File: src/pkg/urp_pkg.sv
// shared constants, types and helpers for the pause-aware burst link
package urp_pkg;

  // clock and link timing
  localparam int CLK_MHZ = 50;
  localparam int T_RFS_NS = 75;
  localparam int T_RP_NS = 160;
  localparam int T_DVH_NS = 20;
  localparam int SYNC_CYC = 2;
  // least times round up to whole clock cycles
  localparam int T_RP_CYC = (T_RP_NS * CLK_MHZ + 999) / 1000;
  localparam int T_DVH_CYC = (T_DVH_NS * CLK_MHZ + 999) / 1000;
  // recipient waits tRP plus the sync delay on both directions of the cable
  localparam logic [4:0] RP_WAIT = 5'(T_RP_CYC + 2 * SYNC_CYC);
  localparam logic [1:0] DVH_WAIT = 2'(T_DVH_CYC);

  // sender word slot: data out at phase 0, strobe edge at DD_SETUP, slot ends at SLOT_LAST
  localparam logic [1:0] DD_SETUP = 2'h2;
  localparam logic [1:0] SLOT_LAST = 2'h3;

  // data and recipient fifo
  localparam int DW = 16;
  localparam int FIFO_AW = 4;
  localparam logic [4:0] FIFO_DEPTH = 5'h10;
  localparam logic [4:0] PIPE_SLACK = 5'h3;
  localparam logic [4:0] FIFO_LO = 5'h4;
  localparam logic [4:0] EXTRA_SLOW = 5'h2;
  localparam logic [4:0] EXTRA_FAST = 5'h3;
  localparam logic [2:0] MODE_FAST_MIN = 3'h3;

  // crc
  localparam logic [15:0] CRC_INIT = 16'h4ABA;
  localparam logic [15:0] CRC_POLY = 16'h1021;

  // gray coded along idle -> run -> pause -> done
  typedef enum logic [1:0] {
    URP_S_IDLE = 2'h0,
    URP_S_RUN = 2'h1,
    URP_S_PAUSE = 2'h3,
    URP_S_DONE = 2'h2
  } urp_snd_state_t;

  typedef enum logic [1:0] {
    URP_R_IDLE = 2'h0,
    URP_R_XFER = 2'h1,
    URP_R_WAIT = 2'h3,
    URP_R_STOP = 2'h2
  } urp_rcv_state_t;

  // most late words a pause may bring for the given mode
  function automatic logic [4:0] urp_max_extra(input logic [2:0] mode);
    urp_max_extra = (mode >= MODE_FAST_MIN) ? EXTRA_FAST : EXTRA_SLOW;
  endfunction

  // fill level that triggers a pause, leaving room for late words and input pipeline
  function automatic logic [4:0] urp_near_full(input logic [2:0] mode);
    urp_near_full = FIFO_DEPTH - urp_max_extra(mode) - PIPE_SLACK;
  endfunction

  // one word into the crc, msb first
  function automatic logic [15:0] urp_crc_next(input logic [15:0] crc, input logic [15:0] d);
    logic [15:0] c;
    logic fb;
    c = crc;
    fb = 1'b0;
    for (int i = 15; i >= 0; i--) begin
      fb = c[15] ^ d[i];
      c = {c[14:0], 1'b0} ^ (fb ? CRC_POLY : 16'h0000);
    end
    urp_crc_next = c;
  endfunction

endpackage

File: src/pkg/urp_link_if.sv
// link wires between the sending end and the receiving end
interface urp_link_if;
  logic strobe;
  logic [15:0] dd;
  logic dmardy_n;
  logic stop;

  modport snd (
    output strobe,
    output dd,
    input dmardy_n,
    input stop
  );

  modport rcv (
    input strobe,
    input dd,
    output dmardy_n,
    output stop
  );
endinterface

File: src/rtl/urp_rcv.sv
// receiving end: strobe capture, fifo with hysteresis, pause and termination timing
// Notes on behaviour
// - recipient pauses by negating ready, any time
// - pause for near-full fifo or ending
// - no least negation time, reassert freely
// - sender may delay edge after quick reassert
// - hysteresis between pause and resume levels
// - take two late words slow, three fast
// - sender stops strobing within tRFS
// - sender synchronises incoming ready signal
// - word counts only after a strobe edge
// - unstrobed word must be restorable after end
// - pending word survives other bus traffic
// - trigger depth covers all loop delays
// - keep capturing edges up to tRP
// - late words do not mean sender paused
// - wait tRP before terminating the burst
// - sender may settle clocks after last edge
// - any count of late words, any boundary
// - sender paused after data hold time
// - unstrobed words stay out of crc
module urp_rcv (
  input wire logic clock,
  input wire logic rst_b,
  input wire logic ce,
  urp_link_if.rcv link,
  input wire logic enable,
  input wire logic [2:0] mode,
  input wire logic end_req,
  output logic out_valid,
  output logic [15:0] out_data,
  input wire logic out_ready,
  output logic [3:0] extra_words,
  output logic [4:0] fill,
  output logic [15:0] crc,
  output logic done
);

  typedef struct packed {
    urp_pkg::urp_rcv_state_t st;
    logic stb_s1;
    logic stb_s2;
    logic stb_s3;
    logic [15:0] dd_s1;
    logic [15:0] dd_s2;
    logic [15:0][15:0] mem;
    logic [3:0] wp;
    logic [3:0] rp;
    logic [4:0] cnt;
    logic full_hold;
    logic dmardy_n;
    logic stop;
    logic [4:0] timer;
    logic [3:0] extra;
    logic [15:0] crc;
    logic out_valid;
    logic [15:0] out_data;
    logic done;
  } urp_rcv_st_t;

  // the fifo words sit in the state struct too, so the whole recipient
  // freezes with ce and leaves reset from one place
  urp_rcv_st_t r;
  urp_rcv_st_t next_r;

  // next state
  always_comb begin
    logic edge_seen;
    logic take;
    logic give;
    logic [4:0] level_hi;
    edge_seen = 1'b0;
    take = 1'b0;
    give = 1'b0;
    level_hi = 5'h00;
    next_r = r;
    next_r.done = 1'b0;

    // strobe and data both cross two flops before use
    // dd is held two clocks around each edge, so dd_s2 is settled when the
    // delayed edge shows; a recipient frozen by ce for a whole word slot
    // can miss an edge, so ce must not stop it during a burst
    next_r.stb_s1 = link.strobe;
    next_r.stb_s2 = r.stb_s1;
    next_r.stb_s3 = r.stb_s2;
    next_r.dd_s1 = link.dd;
    next_r.dd_s2 = r.dd_s1;
    edge_seen = r.stb_s2 ^ r.stb_s3;

    // capture in every active state, including the tRP wait
    take = edge_seen && (r.st != urp_pkg::URP_R_IDLE) && (r.cnt != urp_pkg::FIFO_DEPTH);
    if (take) begin
      next_r.mem[r.wp] = r.dd_s2;
      next_r.wp = r.wp + 4'h1;
      // only strobed words feed the crc
      next_r.crc = urp_pkg::urp_crc_next(r.crc, r.dd_s2);
    end

    // the recipient never ends a burst on this count, only on its own timer
    // late words are only counted for status; any count is fine
    if (take && r.dmardy_n && (r.extra != 4'hF)) begin
      next_r.extra = r.extra + 4'h1;
    end

    // a word moves on whenever the output flop is empty or being taken,
    // which gives one word of slack on the user side
    // output stage keeps out_data on a flop
    if ((!r.out_valid || out_ready) && (r.cnt != 5'h00)) begin
      give = 1'b1;
      next_r.out_data = r.mem[r.rp];
      next_r.out_valid = 1'b1;
      next_r.rp = r.rp + 4'h1;
    end else if (out_ready) begin
      next_r.out_valid = 1'b0;
    end

    case ({take, give})
      2'b10: next_r.cnt = r.cnt + 5'h01;
      2'b01: next_r.cnt = r.cnt - 5'h01;
      default: next_r.cnt = r.cnt;
    endcase

    // loop budget: one clock to register ready, two sync clocks and one
    // strobe flop at the sender, three strobe stages here; with 4-clock
    // word slots only a couple of late words arrive, and the reserve above
    // the trigger covers the mode maximum plus that pipeline slack
    // trigger leaves room for the mode's late words plus sync and edge stages
    level_hi = urp_pkg::urp_near_full(mode);
    // separate pause and resume levels avoid a pause every word or two
    if (next_r.cnt >= level_hi) begin
      next_r.full_hold = 1'b1;
    end else if (next_r.cnt <= urp_pkg::FIFO_LO) begin
      next_r.full_hold = 1'b0;
    end

    case (r.st)
      urp_pkg::URP_R_IDLE: begin
        // idle keeps ready negated and stop low, so the sender sees a paused link
        next_r.dmardy_n = 1'b1;
        next_r.stop = 1'b0;
        if (enable) begin
          next_r.st = urp_pkg::URP_R_XFER;
          next_r.crc = urp_pkg::CRC_INIT;
          next_r.extra = 4'h0;
        end
      end
      urp_pkg::URP_R_XFER: begin
        if (end_req || !enable) begin
          // ending wins over a resume, so no new word is asked for
          // negate ready before ending, then wait out tRP
          next_r.st = urp_pkg::URP_R_WAIT;
          next_r.dmardy_n = 1'b1;
          next_r.timer = 5'h00;
        end else begin
          // pause on near-full, resume once the fill falls to FIFO_LO
          next_r.dmardy_n = next_r.full_hold;
        end
        // a new pause starts a new count of late words
        if (!r.dmardy_n && next_r.dmardy_n) begin
          next_r.extra = 4'h0;
        end
      end
      urp_pkg::URP_R_WAIT: begin
        // time only, never the count of late words, says the sender has stopped
        // the wait is tRP in clocks plus both sync paths; words that land
        // during it are still captured by the fifo logic above
        if (r.timer != urp_pkg::RP_WAIT) begin
          next_r.timer = r.timer + 5'h01;
        end else begin
          next_r.st = urp_pkg::URP_R_STOP;
          next_r.stop = 1'b1;
        end
      end
      default: begin
        // stop stays up until the user drops enable
        // dropping enable is the user's acknowledgement of the finished burst
        if (!enable) begin
          next_r.st = urp_pkg::URP_R_IDLE;
          next_r.stop = 1'b0;
          next_r.done = 1'b1;
        end
      end
    endcase
  end

  // state register
  // reset matches the idle pins: strobe seen high, ready negated
  always_ff @(posedge clock or negedge rst_b) begin
    if (!rst_b) begin
      r <= '{st: urp_pkg::URP_R_IDLE, stb_s1: 1'b1, stb_s2: 1'b1, stb_s3: 1'b1,
             dmardy_n: 1'b1, crc: urp_pkg::CRC_INIT, default: '0};
    end else if (ce) begin
      r <= next_r;
    end
  end

  // ports straight from the state register
  // stop is a level and done a single pulse, both from flops, so the
  // user side never sees a glitch while the state changes
  assign link.dmardy_n = r.dmardy_n;
  assign link.stop = r.stop;
  assign out_valid = r.out_valid;
  assign out_data = r.out_data;
  assign extra_words = r.extra;
  assign fill = r.cnt;
  assign crc = r.crc;
  assign done = r.done;

endmodule

File: src/flat_wrapper.sv
// flat-port wrapper written by rule: the top's interface ports become plain ports
module urp_rcv_flat 
  (clock, rst_b, ce, enable, mode, end_req, out_valid, out_data, out_ready, extra_words, fill, crc, done, link_strobe, link_dd, link_dmardy_n, link_stop);
  urp_link_if link_i ();
  input wire logic clock;
  input wire logic rst_b;
  input wire logic ce;
  input wire logic enable;
  input wire logic [2:0] mode;
  input wire logic end_req;
  output logic out_valid;
  output logic [15:0] out_data;
  input wire logic out_ready;
  output logic [3:0] extra_words;
  output logic [4:0] fill;
  output logic [15:0] crc;
  output logic done;
  input wire logic [$bits(link_i.strobe)-1:0] link_strobe;
  input wire logic [$bits(link_i.dd)-1:0] link_dd;
  output wire logic [$bits(link_i.dmardy_n)-1:0] link_dmardy_n;
  output wire logic [$bits(link_i.stop)-1:0] link_stop;
  assign link_i.strobe = link_strobe;
  assign link_i.dd = link_dd;
  assign link_dmardy_n = link_i.dmardy_n;
  assign link_stop = link_i.stop;
  urp_rcv u_core (.clock(clock), .rst_b(rst_b), .ce(ce), .link(link_i), .enable(enable), .mode(mode), .end_req(end_req), .out_valid(out_valid), .out_data(out_data), .out_ready(out_ready), .extra_words(extra_words), .fill(fill), .crc(crc), .done(done));
endmodule
File: config.mk
export PLATFORM = sky130hd
export DESIGN_NAME = urp_rcv_flat
export DESIGN_NICKNAME = d
export VERILOG_FILES = /design/src/pkg/urp_pkg.sv /design/src/pkg/urp_link_if.sv /design/src/rtl/urp_rcv.sv /design/src/flat_wrapper.sv
export SDC_FILE = /design/constraint.sdc
export NUM_CORES = 1
export LEC_CHECK = 0
export ABC_AREA = 0
export BUFFER_PORTS_ARGS = -buffer_cell sky130_fd_sc_hd__buf_2
export CAP_MARGIN = 20
export CELL_PAD_IN_SITES_DETAIL_PLACEMENT = 1
export CELL_PAD_IN_SITES_GLOBAL_PLACEMENT = 2
export CORE_ASPECT_RATIO = 0.7
export CORE_UTILIZATION = 35
export CTS_BUF_LIST = sky130_fd_sc_hd__clkbuf_16
export CTS_CLUSTER_DIAMETER = 40
export DETAILED_ROUTE_END_ITERATION = 10
export HOLD_SLACK_MARGIN = 0.08
export PLACE_DENSITY = 0.78
export SLEW_MARGIN = 0
export SYNTH_ARGS = -nofsm -noshare
export SYNTH_HDL_FRONTEND = slang
export SYNTH_SLANG_ARGS = --single-unit
export TNS_END_PERCENT = 100
File: constraint.sdc
create_clock -name clock -period 3.3 [get_ports clock]
set_input_delay 0.165 -clock clock [delete_from_list [all_inputs] [get_ports clock]]
set_output_delay 0.165 -clock clock [all_outputs]
set_load 0.01 [all_outputs]
Word level (Yosys, flattened, before mapping)
Index checks and enable logic that the tools add are counted.

word-level totals
  flip-flop bits (word level) = 352
  logic and storage cells = 171
  output and inout port bits = 45
  bits of input ports = 26

cells by class
  eq/ne operators = 13
  reductions and logical operators = 26
  $add $sub $neg = 8
  bitwise gates (word level) = 34
  mux-type cells = 50
  $lt $le $gt $ge = 6

operators by type and width
  kind                                                                          count
  256-bit bitwise mux                                                           1
  16-bit bitwise XOR                                                            16
  13-bit two-way mux                                                            16
  16-bit binary-select mux with 4-bit select                                    1
  16-bit demux with 4-bit select                                                1
  16-bit two-way mux                                                            4
  20-bit two-way mux                                                            1
  5-bit one-hot mux with 2 select lines                                         2
  1-bit bitwise XOR                                                             17
  4-bit by 1-bit adder with 4-bit output, second input constant                 3
  1-bit two-way mux                                                             12
  5-bit by 1-bit adder with 5-bit output, second input constant                 2
  4-bit by 5-bit less-than comparator with 1-bit output, second input constant  2
  5-bit two-way mux                                                             2
  2-bit two-way mux                                                             4
  4-bit two-way mux                                                             2
  4-bit one-hot mux with 2 select lines                                         1
  2-bit AND reduction                                                           4
  4-bit AND reduction                                                           2
  2-bit nonzero test                                                            4
  1-bit logical AND                                                             7
  2-bit one-hot mux with 3 select lines                                         1
  5-bit greater-or-equal comparator                                             1
  5-bit by 3-bit <= comparator with 1-bit output, second input constant         1
  other kinds (23)                                                              30

Logic depth before layout (Yosys ltp)
  depth after elaboration = 51
  mapped depth = 15
  gate-level depth less buffers = 13

Worst setup path after synthesis
OpenSTA, ideal clock, no wires.

  path type = flip-flop to flip-flop
  start point = reg u_core.r, in the netlist u_core.fill[2]
  end point = reg u_core.r, in the netlist u_core.extra_words[1]
  library setup time = 104 ps
  stages on the path, launching flop included = 13
  path slack = 7 ps
  period minus slack after synthesis = 3293 ps
  data required time = 3196 ps
  arrival = 3190 ps
  buffers on the path = 1
  cells stage by stage = dfrtp_1 -> buf_2 -> nor4_4 -> a21bo_1 -> nor2_1 -> xor2_1 -> ha_1 -> a21oi_1 -> or4b_4 -> nor4bb_1 -> nor4b_2 -> a21oi_1 -> o41ai_2

between the ends
  word-level cells in the longest chain between the ends = 13
  elaborated cells between the ends (all ways) = 23
  classes of those cells = 2 x add/sub; 2 x order compare; 3 x eq/ne; 10 x mux; 6 x reduce/logical

ends and longest elaborated chain
  what                                                                              line            source
  start: declaration                                                                urp_rcv.sv:63   urp_rcv_st_t r;
  start signal: assignment                                                          urp_rcv.sv:190  r <= '{st: urp_pkg::URP_R_IDLE, stb_s1: 1'b1, stb_s2: 1'b1, stb_s3: 1'b1,
  start signal: assignment                                                          urp_rcv.sv:193  r <= next_r;
  5-bit nonzero test                                                                urp_rcv.sv:108  if ((!r.out_valid || out_ready) && (r.cnt != 5'h00)) begin
  1-bit logical AND                                                                 urp_rcv.sv:108
  1-bit two-way mux                                                                 urp_rcv.sv:108
  2-bit by 1-bit == test with 1-bit output / 2-bit == test (equally long branches)  urp_rcv.sv:117  case ({take, give})
  5-bit one-hot mux with 2 select lines                                             urp_rcv.sv:117
  5-bit by 3-bit <= comparator with 1-bit output                                    urp_rcv.sv:132  end else if (next_r.cnt <= urp_pkg::FIFO_LO) begin
  1-bit two-way mux                                                                 urp_rcv.sv:132
  1-bit two-way mux                                                                 urp_rcv.sv:130  if (next_r.cnt >= level_hi) begin
  1-bit two-way mux                                                                 urp_rcv.sv:148  if (end_req || !enable) begin
  1-bit two-way mux                                                                 urp_rcv.sv:136  case (r.st)
  1-bit logical AND                                                                 urp_rcv.sv:159  if (!r.dmardy_n && next_r.dmardy_n) begin
  4-bit two-way mux                                                                 urp_rcv.sv:159
  4-bit one-hot mux with 2 select lines *                                           urp_rcv.sv:136

Mark *: on every way between the ends. The rest lies on a longest branch, timed or not. The select of a mux whose other input is x is not followed.
A chain may end at the register's enable or synchronous reset.

Final worst setup path
  start point = reg u_core.r, in the netlist u_core.fill[0]
  end point = reg u_core.r, in the netlist u_core.extra_words[1]

The elaborated chain is that of the path after synthesis.

==> results.tsv <==
stage	metric	value	unit
grt	track_usage	18.3	%
die	placeableCoreArea	0.0466	mm2
grt	grt_overflow	0	
route	routed_via_density	5.22	
placement	place.detailed.instances	1765	
route	drt-wirelength-per-cell	22.5	um
pwr	power.share.switching	33.5	%
clocking	tritoncts.num_buffers	43	
cells_and_area	instances_no_fill	1868	
cells_and_area	layout_common_cells	dfrtp_1 (338), mux2_2 (308), mux4_2 (80), buf_2 (69), buf_4 (66)	
route	drtIter0Drc	667	
sta	worstMarginPinSlew	0.839	ns
yosys	synth_area	0.0166	mm2
hold_path	hold_depth	4	
placement	io_buffers	70	
critical_path	cp_data_required_time	3.73	ns
placement	detailedPlacementHpwl	27300	um
die	placement_rows	66	
sta	slew_headroom	44.0	%
pwr	leakage	8.74	nW
yosys	synth.ff_latch_count	352	
pwr	power_per_cell_area	1010	mW/mm2
critical_path	r2r-start	u_core.fill[0]$_DFFE_PN0P_	
yosys	synth.area.top_cells	dfrtp_1 (51%), mux2_2 (21%), mux4_2 (11%)	
yosys	ys_dominant_reg_cell	dfrtp_1	
critical_path	critical_path.endpoint_type	flop	
grt	grt_pass1_vias	10780	
die	io_pins	71	
clocking	clock_tree.root_cell	clkbuf_16	
yosys	synthesis.nets	1178	
yosys	yosys.area.top_type_share	51.4	%
sta	post-route-period-util	95.2	%
critical_path	worst_ep_arrival_time	3.57	ns
grt	grt_first_pass_wirelength	66700	um
run	cap_violations	0	
outcome	status	finished clean	
pwr	pwr-share-comb	38.7	%
yosys	number_of_cells_produced_by_synthesis	1141	
route	firstDrtPassIters	5	
yosys	synth_cell_type_count	56	
pwr	pwr-share-clk	24.8	%
route	route.detailed.drc	0	
critical_path	critical_path.startpoint_type	flop	
die	fp.dieArea	0.0482	mm2
yosys	synth_enable_flop_cells	0	
grt	grt_antenna_before_repair	1	
yosys	synth.yosys.seq_area_share	53.3	%
route	vias	9749	
sta	max_transition_viols_final	0	
die	initial_core_util	35.5	%
die	floorplan.die.height	184	um
sta	finalHoldViolations	0	
grt	grt_start_max_net_pins	91	
pwr	ir_drop	0.000400	V
critical_path	setup.worst_path.class	flop to flop	
critical_path	reg2reg_to	u_core.extra_words[1]$_DFFE_PN0P_	
clocking	tritoncts	built	
cells_and_area	area_growth_syn_to_layout	16.8	%
sta	max_clock_freq	0.318	GHz
yosys	synthesis.yosys.warnings	0	
cells_and_area	antenna-diode-count	0	
clocking	cts_max_level	2	
sta	hold_ws	0.168	ns
sta	post-route-min-period	3.14	ns
clocking	tritoncts_num_sinks	352	
sta	setup_viol	0	
clocking	insertion_delay	0.55	ns
critical_path	largest_fanout_on_the_critical_path	4	
clocking	cts.reportedPaths.clkPinSlew	0.06	ns
die	floorplan.die.width	262	um
pwr	seqPwrFrac	36.6	%
route	wirelength	42100	um
hold_path	timing.hold.worst.start	ce	
placement	place.gp.congestion	0.802	
pwr	int_power	0.0130	W
hold_path	timing.hold.worst_endpoint	u_core.link.stop$_DFFE_PN0P_	
pwr	sw_pwr	0.00653	W
sta	fin_worst_skew	0.0270	ns
cells_and_area	post_route_cells_drive_above_1_share	49.4	%
yosys	ys_async_sr_fraction	100	%
cells_and_area	num-nets-final	1258	
clocking	cts_buffer_depth	3	
yosys	synth_largest_area_cell	dfrtp_1	
route	antenna_violating_nets_post_route	0	
yosys	post_synth.cell_area_avg	14.5	um2
hold_path	worstHoldPathType	primary input to flop	
critical_path	worst-r2r-cell-count	11	
critical_path	internal_reg_to_reg_setup_slack	0.16	ns
cells_and_area	layout.cells.most_common	dfrtp_1	
worst max path at each step:
stage | startpoint | endpoint | slack (ns) | cells after the start
after CTS | u_core.fill[3]$_DFFE_PN0P_ | u_core.extra_words[1]$_DFFE_PN0P_ | 0.03 | 11
after floorplan | u_core.fill[2]$_DFFE_PN0P_ | u_core.extra_words[1]$_DFFE_PN0P_ | 0.007 | 12
final | u_core.fill[0]$_DFFE_PN0P_ | u_core.extra_words[1]$_DFFE_PN0P_ | 0.16 | 11
after global placement | u_core.fill[3]$_DFFE_PN0P_ | u_core.extra_words[1]$_DFFE_PN0P_ | 0.11 | 11
after detailed placement | u_core.fill[3]$_DFFE_PN0P_ | u_core.extra_words[1]$_DFFE_PN0P_ | 0.08 | 11
after global routing | u_core.fill[0]$_DFFE_PN0P_ | u_core.extra_words[1]$_DFFE_PN0P_ | -0.01 | 14
power by group through the flow:
stage	Combinational (W)	Sequential (W)	Clock, W
3_3_place_gp	0.00737	0.00710	0
5_1_grt	0.00820	0.00736	0.00514
6_report	0.00754	0.00714	0.00483
4_1_cts	0.00759	0.00714	0.00496
3_5_place_dp	0.00752	0.00719	0
2_1_floorplan	0.00612	0.00662	0
logic make-up (layout without fill, tap and decap cells):
kind of cell	Yosys count	in the layout	synth area share, %
AOI/OAI and AO/OA	66	66	2.57
xor gates and xnor gates	64	64	3.55
adders and majority gates	11	11	0.832
buffers and inverters	143	258	4.24
DFF	352	352	53.3
muxes	390	390	32.0
and+or+nand+nor	115	115	3.53
cells in the mapped netlist, types with 3 or more instances:
| library cell | number |
|---|---|
| a21oi_1 | 14 |
| a22o_1 | 3 |
| a31oi_1 | 4 |
| buf_1 | 11 |
| buf_2 | 9 |
| buf_4 | 41 |
| clkbuf_1 | 66 |
| dfrtp_1 | 340 |
| dfstp_2 | 12 |
| ha_1 | 11 |
| inv_1 | 15 |
| mux2_2 | 308 |
| mux4_2 | 80 |
| nand2_1 | 40 |
| nand2b_1 | 4 |
| nand3_1 | 16 |
| nand4_1 | 10 |
| nor2_1 | 22 |
| nor3_1 | 5 |
| o21ai_0 | 23 |
| o22a_1 | 3 |
| xnor2_1 | 41 |
| xor2_1 | 21 |
metal layers:
metal  up-vias  track usage, %  wire (um)
met3        59            3.42       1840
met5         -               0          0
met1      5246            27.3      20700
met2       175            27.1      18700
met4         0            4.81        835
li1       4269               -          -
registers in the layout, indices dropped and copies added, names as in the netlist:
register,flops
u_core.crc,16
u_core.done,1
u_core.extra_words,4
u_core.fill,5
u_core.link.dmardy_n,1
u_core.link.stop,1
u_core.next_r,18
u_core.out_data,16
u_core.out_valid,1
u_core.r,289
what timing repair did:
item	in CTS	in global routing
gates resized for setup	0	3
setup buffers	0	2
setup endpoints to repair	0	4
hold endpoints to repair	98	0
hold buffers	21	0
critical path, stage by stage (launching register included):
cell and delay (ns):
dfrtp_1 0.41, nor4_4 0.34, a21bo_1 0.19, nor2_1 0.08, xor2_1 0.15, ha_1 0.22
a21oi_1 0.18, or4b_4 0.52, nor4bb_1 0.17, nor4b_2 0.29, a21oi_2 0.14, o41ai_2 0.32
final cells by class:
cell class / count / area, um2
Fill cell: 4746 / 27200
Sequential cell: 352 / 8830
Multi-Input combinational cell: 646 / 7050
Timing Repair Buffer: 162 / 1170
Clock buffer: 45 / 1130
Tap cell: 612 / 766
Clock inverter: 35 / 343
Inverter: 16 / 60.1
metrics by stage:
stage | instance area, um2 | utilization [%] | setup TNS (ns) | power, W | setup slack, ns
4_1_cts | 19300 | 41.5 | 0 | 0.0197 | 0.0253
5_1_grt | 19300 | 41.5 | -0.0113 | 0.0207 | -0.0113
3_5_place_dp | 17600 | 37.9 | 0 | 0.0147 | 0.0753
2_1_floorplan | 16600 | - | 0 | 0.0127 | 0.00651
6_report | 19300 | 41.5 | 0 | 0.0195 | 0.158
3_3_place_gp | 17600 | 37.9 | 0 | 0.0145 | 0.111
Power figures use the tool's default switching activity.
